## src/design/timer_defs.svh

```systemverilog
// Constants for the timer counter with capture and compare channels
`ifndef TIMER_DEFS_SVH
`define TIMER_DEFS_SVH

// =============================================================
// Widths and counts
`define TMR_CNT_W      16
`define TMR_BYTE_W     8
`define TMR_NUM_CH     2
`define TMR_HI         15:8
`define TMR_LO         7:0
`define TMR_ZERO       16'h0000
`define TMR_ONE        16'h0001
`define TMR_TOP_FULL   16'hffff

// =============================================================
// Channel status and control fields
`define TMR_SC_W       5
`define TMR_SC_IE      4
`define TMR_SC_MODE    3:2
`define TMR_SC_SEL     1:0

// Mode field {mode_b, mode_a}
`define TMR_MODE_CAPTURE 2'h0
`define TMR_MODE_COMPARE 2'h1

// Capture edge select
`define TMR_EDGE_NONE  2'h0
`define TMR_EDGE_RISE  2'h1
`define TMR_EDGE_FALL  2'h2
`define TMR_EDGE_BOTH  2'h3

// Compare pin action
`define TMR_ACT_NONE   2'h0
`define TMR_ACT_TOGGLE 2'h1
`define TMR_ACT_CLEAR  2'h2
`define TMR_ACT_SET    2'h3

`endif

```

## src/design/timer_pkg.sv

```systemverilog
// Types shared by the timer core and its byte pair readers
`include "timer_defs.svh"

package timer_pkg;

   // Count direction
   typedef enum logic {dir_up, dir_down} dir_t;

   // One channel
   typedef struct packed {
      logic [`TMR_SC_W-1:0]  sc;
      logic [`TMR_CNT_W-1:0] value;
      logic                  pin_prev;
      logic                  pin_out;
      logic                  pin_oe_n;
      logic                  flag;
      logic                  irq;
   } chan_t;

   // Whole core state
   typedef struct packed {
      logic [`TMR_CNT_W-1:0]            count;
      logic [`TMR_CNT_W-1:0]            modulus;
      dir_t                             dir;
      logic                             ovf;
      chan_t [`TMR_NUM_CH-1:0]          ch;
   } core_t;

   // Coherent byte reader state
   typedef struct packed {
      logic [`TMR_BYTE_W-1:0] buffer;
      logic                   hold_low;
      logic                   hold_high;
      logic [`TMR_BYTE_W-1:0] data;
   } reader_t;

endpackage

```

## src/design/byte_read_if.sv

```systemverilog
// Carrier between the core and one coherent byte pair reader
`timescale 1ns/1ps
`include "timer_defs.svh"

interface byte_read_if;
   logic [`TMR_CNT_W-1:0]  word;
   logic                   rd_high;
   logic                   rd_low;
   logic                   restart;
   logic [`TMR_BYTE_W-1:0] data;

   modport src (output word, output rd_high, output rd_low, output restart, input data);
   modport rdr (input word, input rd_high, input rd_low, input restart, output data);
endinterface

```

## src/design/byte_pair_reader.sv

```systemverilog
// Coherent two-byte reader: reading one half freezes the other half
`timescale 1ns/1ps
`include "timer_defs.svh"

module byte_pair_reader (
   // Clock and reset
   input  wire logic   core_clk,
   input  wire logic   sys_rst,
   // Core side
   byte_read_if.rdr    rd
);

   timer_pkg::reader_t st;
   timer_pkg::reader_t next_st;

   // =============================================================
   // Read sequencing
   always_comb begin
      next_st = st;
      if (rd.restart) begin
         // Drop any pending partner byte
         next_st.hold_low  = 1'b0;
         next_st.hold_high = 1'b0;
      end else if (rd.rd_high) begin
         if (st.hold_high) begin
            next_st.data      = st.buffer;
            next_st.hold_high = 1'b0;
         end else begin
            next_st.data     = rd.word[`TMR_HI];
            next_st.buffer   = rd.word[`TMR_LO];  // Freeze low half
            next_st.hold_low = 1'b1;
         end
      end else if (rd.rd_low) begin
         if (st.hold_low) begin
            next_st.data     = st.buffer;
            next_st.hold_low = 1'b0;
         end else begin
            next_st.data      = rd.word[`TMR_LO];
            next_st.buffer    = rd.word[`TMR_HI]; // Freeze high half
            next_st.hold_high = 1'b1;
         end
      end
   end

   // =============================================================
   // State register
   always_ff @(posedge core_clk) begin
      if (sys_rst) begin
         st <= '0;
      end else begin
         st <= next_st;
      end
   end

   assign rd.data = st.data;

endmodule

```

## src/design/timer_capture_compare_core.sv

```systemverilog
// Sixteen-bit timer counter with input capture and output compare channels
//
// Functional notes
// RL1: Center-aligned select high gives up/down counting, else plain up counting.
// RL2: Up counting runs from zero to terminal count, then wraps to zero.
// RL3: Terminal count is all ones with zero modulus, else the modulus.
// RL4: Center-aligned counts up to terminal, down to zero, then up again.
// RL5: Zero and terminal count each last one clock, like any count.
// RL6: Center-aligned overflow sets as count leaves terminal count downward.
// RL7: Writing either counter byte resets the counter at any time.
// RL8: Counter reset also drops any pending buffered counter byte.
// RL9: With center-aligned off, two mode bits select capture, compare or PWM.
// RL10: Active capture edge copies the counter into the channel value.
// RL11: Capture edge selectable as rising, falling or either.
// RL12: In capture mode, software writes to value bytes are ignored.
// RL13: Reading one value byte freezes the other for coherent reads.
// RL14: Writing channel status and control restarts value read coherency.
// RL15: Capture sets channel flag; flag raises request when enabled.
// RL16: Capture keeps working in debug halt, latching the frozen count.
// RL17: Compare match sets, clears or toggles the channel pin.
// RL18: Up counting sets overflow when wrapping from terminal count to zero.
// RL19: Compare match sets channel flag and raises request when enabled.
`timescale 1ns/1ps
`include "timer_defs.svh"

module timer_capture_compare_core (
   // Clock and reset
   input  wire logic                                     core_clk,
   input  wire logic                                     sys_rst,

   // Global mode
   input  wire logic                                     center_aligned_select,
   input  wire logic                                     debug_halt_mode,

   // Shared software write data
   input  wire logic [`TMR_BYTE_W-1:0]                   wr_data,

   // Modulus byte writes
   input  wire logic                                     modulus_high_wr,
   input  wire logic                                     modulus_low_wr,

   // Counter byte access
   input  wire logic                                     counter_high_wr,
   input  wire logic                                     counter_low_wr,
   input  wire logic                                     counter_high_rd,
   input  wire logic                                     counter_low_rd,
   output logic      [`TMR_BYTE_W-1:0]                   counter_rd_data,

   // Overflow
   input  wire logic                                     overflow_clear,
   output logic                                          counter_overflow_flag,

   // Channel software access
   input  wire logic [`TMR_NUM_CH-1:0]                   channel_status_control_wr,
   input  wire logic [`TMR_NUM_CH-1:0]                   channel_value_high_wr,
   input  wire logic [`TMR_NUM_CH-1:0]                   channel_value_low_wr,
   input  wire logic [`TMR_NUM_CH-1:0]                   channel_value_high_rd,
   input  wire logic [`TMR_NUM_CH-1:0]                   channel_value_low_rd,
   input  wire logic [`TMR_NUM_CH-1:0]                   channel_flag_clear,
   output logic      [`TMR_NUM_CH-1:0][`TMR_BYTE_W-1:0]  channel_value_rd_data,
   output logic      [`TMR_NUM_CH-1:0][`TMR_SC_W-1:0]    channel_status_control,

   // Channel events
   output logic      [`TMR_NUM_CH-1:0]                   channel_event_flag,
   output logic      [`TMR_NUM_CH-1:0]                   channel_irq,

   // Channel pins
   input  wire logic [`TMR_NUM_CH-1:0]                   channel_pin_in,
   output logic      [`TMR_NUM_CH-1:0]                   channel_pin_out,
   output logic      [`TMR_NUM_CH-1:0]                   channel_pin_oe_n
);

   timer_pkg::core_t st;
   timer_pkg::core_t next_st;

   // =============================================================
   // Terminal count
   logic [`TMR_CNT_W-1:0] top;
   logic                  counter_wr;

   // A zero modulus means free running over the full range
   assign top        = (st.modulus == `TMR_ZERO) ? `TMR_TOP_FULL : st.modulus; // [RL3]
   assign counter_wr = counter_high_wr | counter_low_wr;

   // =============================================================
   // Counter byte reader
   byte_read_if cnt_rd ();

   // The coherency buffer is dropped on a manual reset of the count
   assign cnt_rd.word    = st.count;
   assign cnt_rd.rd_high = counter_high_rd;
   assign cnt_rd.rd_low  = counter_low_rd;
   assign cnt_rd.restart = counter_wr;  // [RL8]

   byte_pair_reader cnt_reader (
      .core_clk (core_clk),
      .sys_rst  (sys_rst),
      .rd       (cnt_rd.rdr)
   );

   assign counter_rd_data = cnt_rd.data;

   // =============================================================
   // Channel value byte readers
   genvar g;
   generate
      for (g = 0; g < `TMR_NUM_CH; g++) begin : gen_ch_rd
         byte_read_if ch_rd ();

         // Reads are served in every mode; capture mode is where coherency matters
         assign ch_rd.word    = st.ch[g].value;
         assign ch_rd.rd_high = channel_value_high_rd[g];
         assign ch_rd.rd_low  = channel_value_low_rd[g];
         assign ch_rd.restart = channel_status_control_wr[g]; // [RL14]

         byte_pair_reader ch_reader (
            .core_clk (core_clk),
            .sys_rst  (sys_rst),
            .rd       (ch_rd.rdr)  // [RL13]
         );

         assign channel_value_rd_data[g] = ch_rd.data;
      end
   endgenerate

   // =============================================================
   // Next state: counter first, as the channels compare against the next count
   logic                   ovf_set;
   logic                   counter_step;
   logic [`TMR_NUM_CH-1:0] cap_hit;
   logic [`TMR_NUM_CH-1:0] cmp_hit;

   always_comb begin
      logic       rise;
      logic       fall;
      logic [1:0] mode;
      logic [1:0] sel;
      rise    = 1'b0;
      fall    = 1'b0;
      mode    = `TMR_MODE_CAPTURE;
      sel     = `TMR_EDGE_NONE;
      next_st.count   = st.count;
      next_st.dir     = st.dir;
      next_st.modulus = st.modulus;
      ovf_set         = 1'b0;
      counter_step    = 1'b0;

      // Modulus bytes are taken directly
      if (modulus_high_wr) begin
         next_st.modulus[`TMR_HI] = wr_data;
      end
      if (modulus_low_wr) begin
         next_st.modulus[`TMR_LO] = wr_data;
      end

      if (counter_wr) begin
         // Manual reset wins even during debug halt
         next_st.count = `TMR_ZERO;  // [RL7]
         next_st.dir   = timer_pkg::dir_up;
         counter_step  = 1'b1;
      end else if (!debug_halt_mode) begin
         counter_step = 1'b1;
         if (center_aligned_select) begin  // [RL1]
            unique case (st.dir)
               timer_pkg::dir_up: begin
                  if (st.count >= top) begin
                     // Terminal count held one clock, then step down
                     next_st.count = st.count - `TMR_ONE;  // [RL4] [RL5]
                     next_st.dir   = timer_pkg::dir_down;
                     ovf_set       = 1'b1;  // [RL6]
                  end else begin
                     next_st.count = st.count + `TMR_ONE;
                  end
               end
               timer_pkg::dir_down: begin
                  if (st.count == `TMR_ZERO) begin
                     // Zero held one clock, then back to counting up
                     next_st.count = `TMR_ONE;  // [RL4] [RL5]
                     next_st.dir   = timer_pkg::dir_up;
                  end else begin
                     next_st.count = st.count - `TMR_ONE;
                  end
               end
            endcase
         end else begin
            // A modulus lowered below the count also wraps at once
            next_st.dir = timer_pkg::dir_up;
            if (st.count >= top) begin
               next_st.count = `TMR_ZERO;  // [RL2]
               ovf_set       = 1'b1;  // [RL18]
            end else begin
               next_st.count = st.count + `TMR_ONE;  // [RL2]
            end
         end
      end

      // Set wins over a clear in the same cycle
      next_st.ovf = (st.ovf & ~overflow_clear) | ovf_set;

      // Channels
      cap_hit = '0;
      cmp_hit = '0;
      next_st.ch = st.ch;

      for (int i = 0; i < `TMR_NUM_CH; i++) begin
         if (channel_status_control_wr[i]) begin
            next_st.ch[i].sc = wr_data[`TMR_SC_W-1:0];
         end
         mode = st.ch[i].sc[`TMR_SC_MODE];
         sel  = st.ch[i].sc[`TMR_SC_SEL];
         next_st.ch[i].pin_prev = channel_pin_in[i];
         rise = channel_pin_in[i] & ~st.ch[i].pin_prev;
         fall = ~channel_pin_in[i] & st.ch[i].pin_prev;

         if (center_aligned_select) begin
            // Center-aligned PWM: high while below the channel value
            next_st.ch[i].pin_oe_n = 1'b0;
            next_st.ch[i].pin_out  = (next_st.count < st.ch[i].value);
         end else if (mode == `TMR_MODE_CAPTURE) begin  // [RL9]
            // Pin is an input here, so release it
            next_st.ch[i].pin_oe_n = 1'b1;
            unique case (sel)  // [RL11]
               `TMR_EDGE_RISE: cap_hit[i] = rise;
               `TMR_EDGE_FALL: cap_hit[i] = fall;
               `TMR_EDGE_BOTH: cap_hit[i] = rise | fall;
               `TMR_EDGE_NONE: cap_hit[i] = 1'b0;
            endcase
            // Halt only freezes the count, so capture still latches it
            if (cap_hit[i]) begin
               next_st.ch[i].value = st.count;  // [RL10] [RL16]
            end
         end else if (mode == `TMR_MODE_COMPARE) begin
            next_st.ch[i].pin_oe_n = 1'b0;
            // Match only when the count steps or is reset onto the value, not while halted without a counter write
            cmp_hit[i] = counter_step && (next_st.count == st.ch[i].value);
            if (cmp_hit[i]) begin
               unique case (sel)  // [RL17]
                  `TMR_ACT_TOGGLE: next_st.ch[i].pin_out = ~st.ch[i].pin_out;
                  `TMR_ACT_CLEAR:  next_st.ch[i].pin_out = 1'b0;
                  `TMR_ACT_SET:    next_st.ch[i].pin_out = 1'b1;
                  `TMR_ACT_NONE:   next_st.ch[i].pin_out = st.ch[i].pin_out;
               endcase
            end
         end else begin
            // Edge-aligned PWM: high from zero until the value is reached
            next_st.ch[i].pin_oe_n = 1'b0;
            next_st.ch[i].pin_out  = (next_st.count < st.ch[i].value);
         end

         // Value bytes are written only outside capture mode
         if (center_aligned_select || mode != `TMR_MODE_CAPTURE) begin  // [RL12]
            if (channel_value_high_wr[i]) begin
               next_st.ch[i].value[`TMR_HI] = wr_data;
            end
            if (channel_value_low_wr[i]) begin
               next_st.ch[i].value[`TMR_LO] = wr_data;
            end
         end

         // Event wins over a clear arriving in the same cycle
         next_st.ch[i].flag = (st.ch[i].flag & ~channel_flag_clear[i])
                              | cap_hit[i]    // [RL15]
                              | cmp_hit[i];   // [RL19]
         next_st.ch[i].irq  = next_st.ch[i].flag & next_st.ch[i].sc[`TMR_SC_IE]; // [RL15] [RL19]
      end
   end

   // =============================================================
   // State register
   always_ff @(posedge core_clk) begin
      if (sys_rst) begin
         st <= '0;
         // Channels wake up in capture mode with pins released
         for (int i = 0; i < `TMR_NUM_CH; i++) begin
            st.ch[i].pin_oe_n <= 1'b1;
         end
      end else begin
         st <= next_st;
      end
   end

   // =============================================================
   // Outputs, all taken from the state register
   assign counter_overflow_flag = st.ovf;

   always_comb begin
      for (int i = 0; i < `TMR_NUM_CH; i++) begin
         channel_status_control[i] = st.ch[i].sc;
         channel_event_flag[i]     = st.ch[i].flag;
         channel_irq[i]            = st.ch[i].irq;
         channel_pin_out[i]        = st.ch[i].pin_out;
         channel_pin_oe_n[i]       = st.ch[i].pin_oe_n;
      end
   end

endmodule

```

## config.mk

```make
export PLATFORM = sky130hd
export DESIGN_NAME = timer_capture_compare_core
export DESIGN_NICKNAME = d
export VERILOG_FILES = /design/src/design/timer_pkg.sv /design/src/design/byte_read_if.sv /design/src/design/byte_pair_reader.sv /design/src/design/timer_capture_compare_core.sv
export VERILOG_INCLUDE_DIRS = /design/src /design/src/design
export SDC_FILE = /design/constraint.sdc
export NUM_CORES = 1
export LEC_CHECK = 0
export ABC_AREA = 1
export BUFFER_PORTS_ARGS = -buffer_cell sky130_fd_sc_hd__buf_2
export CORE_ASPECT_RATIO = 1.2
export CORE_MARGIN = 5
export CORE_UTILIZATION = 61
export DETAILED_ROUTE_END_ITERATION = 8
export MAX_ROUTING_LAYER = met4
export PLACE_DENSITY_LB_ADDON = 0.25
export RECOVER_POWER = 50
export SETUP_SLACK_MARGIN = 0.3
export SLEW_MARGIN = 20
export SYNTH_ARGS = -nofsm -noshare
export SYNTH_HDL_FRONTEND = slang
export SYNTH_SLANG_ARGS = --single-unit
```

## constraint.sdc

```tcl
create_clock -name core_clk -period 5.5 [get_ports core_clk]
set_clock_uncertainty 0.1 [all_clocks]
set_input_delay 0.55 -clock core_clk [delete_from_list [all_inputs] [get_ports core_clk]]
set_output_delay 0.55 -clock core_clk [all_outputs]
set_load 0.01 [all_outputs]
```

==> results.md, run 1 <==
- Run status: finished, violations left
- Failing checks: capacitance limit, slew limit
- Final setup violation count: 0
- Hold Path Class: in2reg
- Routed len/inst: 18.3 µm
- Required @ worst endpoint: 5.76 ns
- Wl on met1: 10700 µm
- Final nets: 1359
- Hold Path End: counter_overflow_flag$_SDFF_PP0_
- Clk slew on worst S/H paths: 0.06 ns
- Worst vdd ir: 158 µV
- Ys flop type: dfxtp_1
- Met3 WL: 1910 µm
- Crit end category: register
- Clock Latency Late Sink: 0.44 ns
- Port Buffers: 75
- Hold Startpoint: overflow_clear
- Crit-path max FO: 16
- Remaining global-route overflow: 0
- GP Congestion: 1.04
- Number of setup buffers added after CTS: 0
- FF-to-FF End: channel_pin_out[0]$_SDFFE_PP0P_
- EDFF count, synth: 0
- Max-Cap Viols: 2
- Post-synthesis sequential area ratio: 31.2%
- Pre-Repair DR Iteration Count: 6
- Largest net degree at the start of global routing: 72
- Highest routed layer: met4
- Std-Cell Rows: 48
- Fin. Hold Viols: 0
- WP data arrival: 5.07 ns
- Die Area: 17200 µm²
- Routed length on met2: 12800 µm
- Hold Slack: 0.267 ns
- Syn Nets: 1356
- Num CTS Buffers: 17
- Synthesized flop and latch total: 140
- Final ANT Viol Nets: 0
- RR Startpoint: st[65]$_SDFFE_PP0P_
- Most common cell after layout, fill and taps aside: inv_1
- Fraction of registers with async set/reset: 0%
- Dpl hpwl: 19400 µm
- Max Clock Freq: 0.208 GHz
- Final setup TNS: 0 ns
- Vias: 8764
- Fin crit share: 87.6%
- Worst Setup Start Kind: register
- Tmin final: 4.82 ns
- Leak: 4.49 nW
- Post-Syn Instances: 1271
- Top post-synthesis cells by area: dfxtp_1 (31%), inv_1 (9.0%), o21ai_0 (8.6%)
- IO Count: 76
- Pwr dens: 291 nW/µm²
- DRT iter0 DRCs: 886
- Fraction of layout cells with a size suffix above 1: 8.86%
- RSZ-0062 raised after global routing: no
- DRC Markers: 0
- Initial Utilization: 62.2%
- Tightest Pin Transition: 3.28 ns
- Final max-slew violation count: 121
- Synth-to-Final Area Change: 7.39%
- Mapped Avg Cell Area: 7.06 µm²
- Diode count: 0
- FF-to-FF path depth: 27
- Yosys warnings: 0
- First-pass GRT wire length: 41700 µm
- Synth area leader: dfxtp_1
- Rel. slew slack: -119%
- Die width: 121 µm
- CTS H-Tree Depth: 4
- Die H: 143 µm
- Highest-count cells in the layout ignoring fill and taps: inv_1 (214), o21ai_0 (154), dfxtp_1 (140), nand2_1 (120), nor2_1 (116)
- Core area: 14400 µm²
- Share of the synthesized area in the top cell type: 31.2%
- GRT Total Usage: 31.9%
- Library cells used by synthesis: 47
- Pre-CTS WS: 0.571 ns
- CTS tree: built
- Initial antenna violation count: 0
- Hold_buf cts: 0
- Setup CP Type: reg2reg
- Vias in the first global route: 7977
- Final WS setup: 0.684 ns
- CTS Sinks: 140
- Post-CTS Resized: 0
- Wirelength, routed: 26800 µm
- Root buf cell: clkbuf_16
- Synth Cell Area: 8970 µm²
- Hold depth: 4
- Vias per inst: 5.99
- Worst-case clock buffer depth: 2
- Reg2Reg Setup Slack: 0.68 ns
## where the power goes
group / total (W) / internal (W) / switching (W)
Clock: 0.00118 / 0.000712 / 0.000470
Combinational: 0.000482 / 0.000167 / 0.000315
Sequential: 0.00114 / 0.00108 / 0.0000616
## synth_stat cells, types with 21 or more instances
cell	n
o21bai_1	34
nand2_1	120
nor2_1	116
a211oi_1	26
inv_1	215
nor3_1	25
clkbuf_1	46
o21ai_0	154
a221oi_1	21
ha_1	52
dfxtp_1	140
a21oi_1	112
xor2_1	24
buf_4	43
## state kept, by name (all words and copies together), names as in the netlist, 8 cells and up
| signal | cells |
|---|---|
| cnt_rd.word | 16 |
| gen_ch_rd.ch_rd.word | 32 |
| cnt_reader.rd.data | 8 |
| gen_ch_rd.ch_reader.st | 20 |
| channel_status_control | 10 |
| st | 19 |
| cnt_reader.st | 10 |
| gen_ch_rd.ch_reader.rd.data | 16 |
## layout make-up
| cell class | instances | area [µm²] |
|---|---|---|
| multi-input combinational | 815 | 4830 |
| fill | 1324 | 4780 |
| sequential | 140 | 2800 |
| inverter | 220 | 832 |
| clock buffer | 17 | 425 |
| timing repair buffer | 80 | 350 |
| tap | 175 | 219 |
| clock inverter | 15 | 173 |
## metrics by stage
stage / power, W / util (%) / cell area [µm²] / std cells
4_1_cts: 0.00280 / 67.1 / 9680 / 1462
6_report: 0.00280 / 66.8 / 9640 / 1462
3_5_place_dp: 0.00163 / 63.0 / 9080 / 1430
3_3_place_gp: 0.00162 / 62.9 / 9070 / 1430
5_1_grt: 0.00292 / 66.8 / 9640 / 1462
2_1_floorplan: 0.00150 / - / 8970 / 1271
## worst max path at each step
stage	from	slack, ns	endpoint	cells past startpoint
6_report	st[65]$_SDFFE_PP0P_	0.68	channel_pin_out[0]$_SDFFE_PP0P_	27
5_1_grt	st[65]$_SDFFE_PP0P_	0.26	channel_pin_out[1]$_SDFFE_PP0P_	27
4_1_cts	st[65]$_SDFFE_PP0P_	0.51	channel_pin_out[0]$_SDFFE_PP0P_	26
3_5_place_dp	st[65]$_SDFFE_PP0P_	0.57	channel_pin_out[0]$_SDFFE_PP0P_	26
3_3_place_gp	st[65]$_SDFFE_PP0P_	0.73	channel_pin_out[0]$_SDFFE_PP0P_	26
2_1_floorplan	st[61]$_SDFFE_PP0P_	1.55	channel_pin_out[1]$_SDFFE_PP0P_	22
## critical path, cell delays in order (launching register included)
cell and delay [ns]:
dfxtp_1 0.32, nor4_1 0.36, nand4_1 0.20, clkinvlp_4 0.25, nor2_1 0.07, ha_1 0.30, nand2_1 0.05, inv_1 0.07
nand2_1 0.06, nor2_1 0.11, nor2_1 0.05, nand2_1 0.06, nand2_1 0.08, nand3_1 0.11, nand3_1 0.28, buf_4 0.29
o221ai_1 0.17, inv_1 0.08, nor3_1 0.33, ha_1 0.20, nand2_1 0.05, nor3_1 0.27, nand2_1 0.12, nor3_1 0.30
nand3_1 0.17, nand3_1 0.10, nand2_1 0.05, a21oi_1 0.16
## per-layer routing
| layer | up-vias | global-route usage [%] |
|---|---|---|
| li1 | 4246 | - |
| met1 | 4022 | 38.5 |
| met2 | 403 | 51.8 |
| met3 | 93 | 5.43 |
| met4 | 0 | 15.8 |
| met5 | - | - |
## logic make-up after synthesis
logic type	Yosys count	share of synthesized area [%]
buffers and inverters	316	15.2
multiplexers	1	0.112
adder cells (fa/ha/maj)	52	7.25
XOR/XNOR	25	2.44
flip-flops	140	31.2
AND/OR/NAND/NOR	352	18.4
AO/OA/AOI/OAI	385	25.3
Power figures use the tool's default switching activity.
==> run 2, diff against run 1 <==
--- a/config.mk
+++ b/config.mk
@@ -13,8 +13,9 @@
 export CORE_UTILIZATION = 61
 export DETAILED_ROUTE_END_ITERATION = 8
+export HOLD_SLACK_MARGIN = 0.12
 export MAX_ROUTING_LAYER = met4
 export PLACE_DENSITY_LB_ADDON = 0.25
 export RECOVER_POWER = 50
-export SETUP_SLACK_MARGIN = 0.3
+export SETUP_SLACK_MARGIN = 0.05
 export SLEW_MARGIN = 20
 export SYNTH_ARGS = -nofsm -noshare
==> constraint.sdc (replaced) <==
create_clock -name core_clk -period 5.5 [get_ports core_clk]
set_clock_uncertainty 0.1 [all_clocks]
set_input_delay 1.1 -clock core_clk [delete_from_list [all_inputs] [get_ports core_clk]]
set_output_delay 1.1 -clock core_clk [all_outputs]
set_load 0.01 [all_outputs]
==> run 2 against run 1 <==
Effect of this change: die area stayed put; largest cell class unchanged; maximum frequency is 4.2% lower; the run still ends with capacitance limit, slew limit left; clock power is 3% higher; cell area hardly changed; clock-buffer cell count is 1 higher; global-route usage is 0.28 points higher.
==> results.md, run 2 (synthesis results as in run 1) <==
- Remaining global-route overflow: 0 (unchanged)
- Sequential share of power: 40.1% (-0.6 points)
- Clk slew on worst S/H paths: 0.06 ns (about the same)
- Pwr dens: 294 nW/µm² (+1.2%)
- CTS tree: built
- Crit end category: register
- Num CTS Buffers: 17 (unchanged)
- WP data arrival: 5.23 ns (+0.16 ns)
- Highest-count cells in the layout ignoring fill and taps: inv_1 (215), o21ai_0 (154), dfxtp_1 (140), nand2_1 (120), nor2_1 (116)
- Post-DP Area: 9070 µm² (about the same)
- RR Startpoint: st[65]$_SDFFE_PP0P_
- Final setup violation count: 0 (unchanged)
- First-pass GRT wire length: 42600 µm (+2.1%)
- Fin crit share: 91.4% (+3.9 points)
- Vias in the first global route: 8250 (+3.4%)
- Clock Latency Late Sink: 0.43 ns (about the same)
- RSZ-0062 raised after global routing: no
- Failing checks: capacitance limit, slew limit
- CTS H-Tree Depth: 4 (unchanged)
- IO Count: 76 (unchanged)
- Met1 GRT Util: 37.3% (-1.2 points)
- Hold Path Class: reg2reg
- Max FFs per register: 32 (unchanged)
- Die Area: 17200 µm² (unchanged)
- Routed len/inst: 18.3 µm (-0.33%)
- GP Congestion: 1.04 (+0.74%)
- Final WS setup: 0.471 ns (-0.213 ns)
- Die H: 143 µm (unchanged)
- Pre-Repair DR Iteration Count: 6 (unchanged)
- Most common cell after layout, fill and taps aside: inv_1
- Die width: 121 µm (unchanged)
- Vias per inst: 5.98 (-0.23%)
- Worst Setup Start Kind: register
- Finished layout cell area: 9640 µm² (about the same)
- Final max-slew violation count: 72 (-40%)
- Largest net degree at the start of global routing: 72 (unchanged)
- Routing usage on met2: 51.8% (+0.088 points)
- CTS Sinks: 140 (unchanged)
- Comb pwr share: 17.0% (-0.2 points)
- Final ANT Viol Nets: 0 (unchanged)
- Max-Cap Viols: 1 (-1)
- Leak: 4.49 nW (+0.19%)
- Clk network pwr share: 42.9% (+0.8 points)
- DRC Markers: 0 (unchanged)
- FF-to-FF path depth: 23 (-15%)
- Fraction of layout cells with a size suffix above 1: 8.47% (-0.39 points)
- Fin. Hold Viols: 0 (unchanged)
- Required @ worst endpoint: 5.70 ns (-0.06 ns)
- Setup CP Type: reg2reg
- CP delay by family, top: simple AND/OR/NAND/NOR gates
- FF-to-FF End: channel_irq[1]$_SDFF_PP0_
- Wirelength, routed: 26700 µm (-0.27%)
- Switching Power: 0.000836 W (-1.3%)
- Hold Startpoint: gen_ch_rd[1].ch_reader.st[16]$_SDFFE_PP0P_
- Port Buffers: 75 (unchanged)
- Std-Cell Rows: 48 (unchanged)
- Switching part of the total: 29.4% (-0.76 points)
- Run status: finished, violations left
- Rel. slew slack: -121% (-2.8 points)
- Root buf cell: clkbuf_16
- Max Clock Freq: 0.199 GHz (-4.2%)
- CP dominant cell by count: nand2_1
- Tightest Pin Transition: 3.32 ns (+0.0415 ns)
- CP bufs+invs: 3 (-1)
- Hold Slack: 0.380 ns (+0.114 ns)
- Worst vdd ir: 204 µV (+29%)
- Max stage delay on crit path: 0.46 ns (+0.10 ns)
- CP cell instances: nor4_1 > nand4_1 > inv_1 > nor2_1 > ha_1 > nand2_1 > inv_1 > nand2_1 > nor2_1 > nor2_1 > nand2_1 > nand2_1 > nand3_1 > nand3_1 > o221ai_1 > inv_1 > nor3_1 > ha_1 > nand2_1 > nor3_1 > nor3b_1 > a31oi_1 > nor4_1
- Gr busiest metal: met2
- Worst path slowest cell: nor3b_1
- Pint: 0.00200 W (+2.4%)
- Pre-CTS WS: 0.658 ns (+0.0868 ns)
- GRT Total Usage: 32.2% (+0.28 points)
- Vias: 8750 (-0.16%)
- Dpl hpwl: 19500 µm (+0.35%)
- GR Layer Usage met3: 5.78% (+0.36 points)
- Hold Path End: gen_ch_rd[1].ch_reader.st[16]$_SDFFE_PP0P_
- Initial Utilization: 62.2% (unchanged)
- Crit-path max FO: 16 (unchanged)
- Post-CTS Resized: 0 (unchanged)
- Worst-case clock buffer depth: 2 (unchanged)
- Initial antenna violation count: 0 (unchanged)
- Final setup TNS: 0 ns (unchanged)
- Number of setup buffers added after CTS: 0 (unchanged)
- Synth-to-Final Area Change: 7.49% (about the same)
- Hold depth: 2 (-2)
- Post-route core utilization: 66.9% (about the same)
- Core area: 14400 µm² (unchanged)
- Hold_buf cts: 0 (unchanged)
- Reg2Reg Setup Slack: 0.47 ns (-0.21 ns)
- DRT iter0 DRCs: 876 (-1.1%)
- Final nets: 1359 (unchanged)
- Tmin final: 5.03 ns (+0.213 ns)
## run 2: changes by cell type in the layout (fill, tap and decap cells not counted)
cell / before / now
clkbuf_1: 46 / 47
inv_1: 214 / 215
diode_2: 0 / 1
a2111oi_1: 2 / 0
inv_6: 2 / 1
bufinv_16: 3 / 4
clkinv_2: 5 / 2
a2111oi_0: 0 / 2
clkinvlp_4: 4 / 5
buf_2: 31 / 30
nor3_1: 22 / 25
nor3_2: 4 / 1
buf_4: 3 / 4
## run 2: worst max path at each step
| stage | slack, ns | cells after the start | from | end |
|---|---|---|---|---|
| 2_1_floorplan | 1.55 | 22 | st[61]$_SDFFE_PP0P_ | channel_pin_out[1]$_SDFFE_PP0P_ |
| 3_3_place_gp | 0.76 | 25 | st[65]$_SDFFE_PP0P_ | channel_pin_out[0]$_SDFFE_PP0P_ |
| 3_5_place_dp | 0.66 | 23 | st[65]$_SDFFE_PP0P_ | channel_irq[1]$_SDFF_PP0_ |
| 4_1_cts | 0.60 | 23 | st[65]$_SDFFE_PP0P_ | channel_irq[1]$_SDFF_PP0_ |
| 5_1_grt | 0.06 | 25 | st[65]$_SDFFE_PP0P_ | channel_pin_out[1]$_SDFFE_PP0P_ |
| 6_report | 0.47 | 23 | st[65]$_SDFFE_PP0P_ | channel_irq[1]$_SDFF_PP0_ |
## run 2: stage by stage
| step | cells | power, W |
|---|---|---|
| floorplan | 1271 | 0.00150 |
| CTS | 1462 | 0.00284 |
| finish | 1463 | 0.00284 |
| detailed placement | 1430 | 0.00163 |
| global placement | 1430 | 0.00162 |
| global route | 1462 | 0.00296 |
## run 2: area by class of cell
| cell class | instances | area, µm² |
|---|---|---|
| Multi-Input combinational cell | 815 | 4820 |
| Fill cell | 1317 | 4770 |
| Sequential cell | 140 | 2800 |
| Inverter | 220 | 828 |
| Clock buffer | 18 | 429 |
| Timing Repair Buffer | 80 | 353 |
| Tap cell | 175 | 219 |
| Clock inverter | 14 | 194 |
| Antenna cell | 1 | 2.50 |
## run 2: worst reg2reg max path: stages (launching register included)
cell	delay (ns)
dfxtp_1	0.32
nor4_1	0.33
nand4_1	0.13
inv_1	0.34
nor2_1	0.09
ha_1	0.31
nand2_1	0.05
inv_1	0.06
nand2_1	0.07
nor2_1	0.10
nor2_1	0.05
nand2_1	0.07
nand2_1	0.08
nand3_1	0.11
nand3_1	0.34
o221ai_1	0.43
inv_1	0.12
nor3_1	0.33
ha_1	0.23
nand2_1	0.08
nor3_1	0.27
nor3b_1	0.46
a31oi_1	0.21
nor4_1	0.24
## run 2: power groups by stage
stage / Sequential [W] / Combinational (W) / Clock, W
floorplan: 0.00113 / 0.000371 / 0
global placement: 0.00116 / 0.000466 / 0
detailed placement: 0.00116 / 0.000477 / 0
CTS: 0.00114 / 0.000480 / 0.00123
global route: 0.00115 / 0.000544 / 0.00127
finish: 0.00114 / 0.000484 / 0.00122
## run 2: metal layers
layer | part of all wire, % | wire, µm
met5 | 0 | 0
met2 | 46 | 12300
met3 | 8.8 | 2350
met1 | 39 | 10300
met4 | 6.4 | 1710
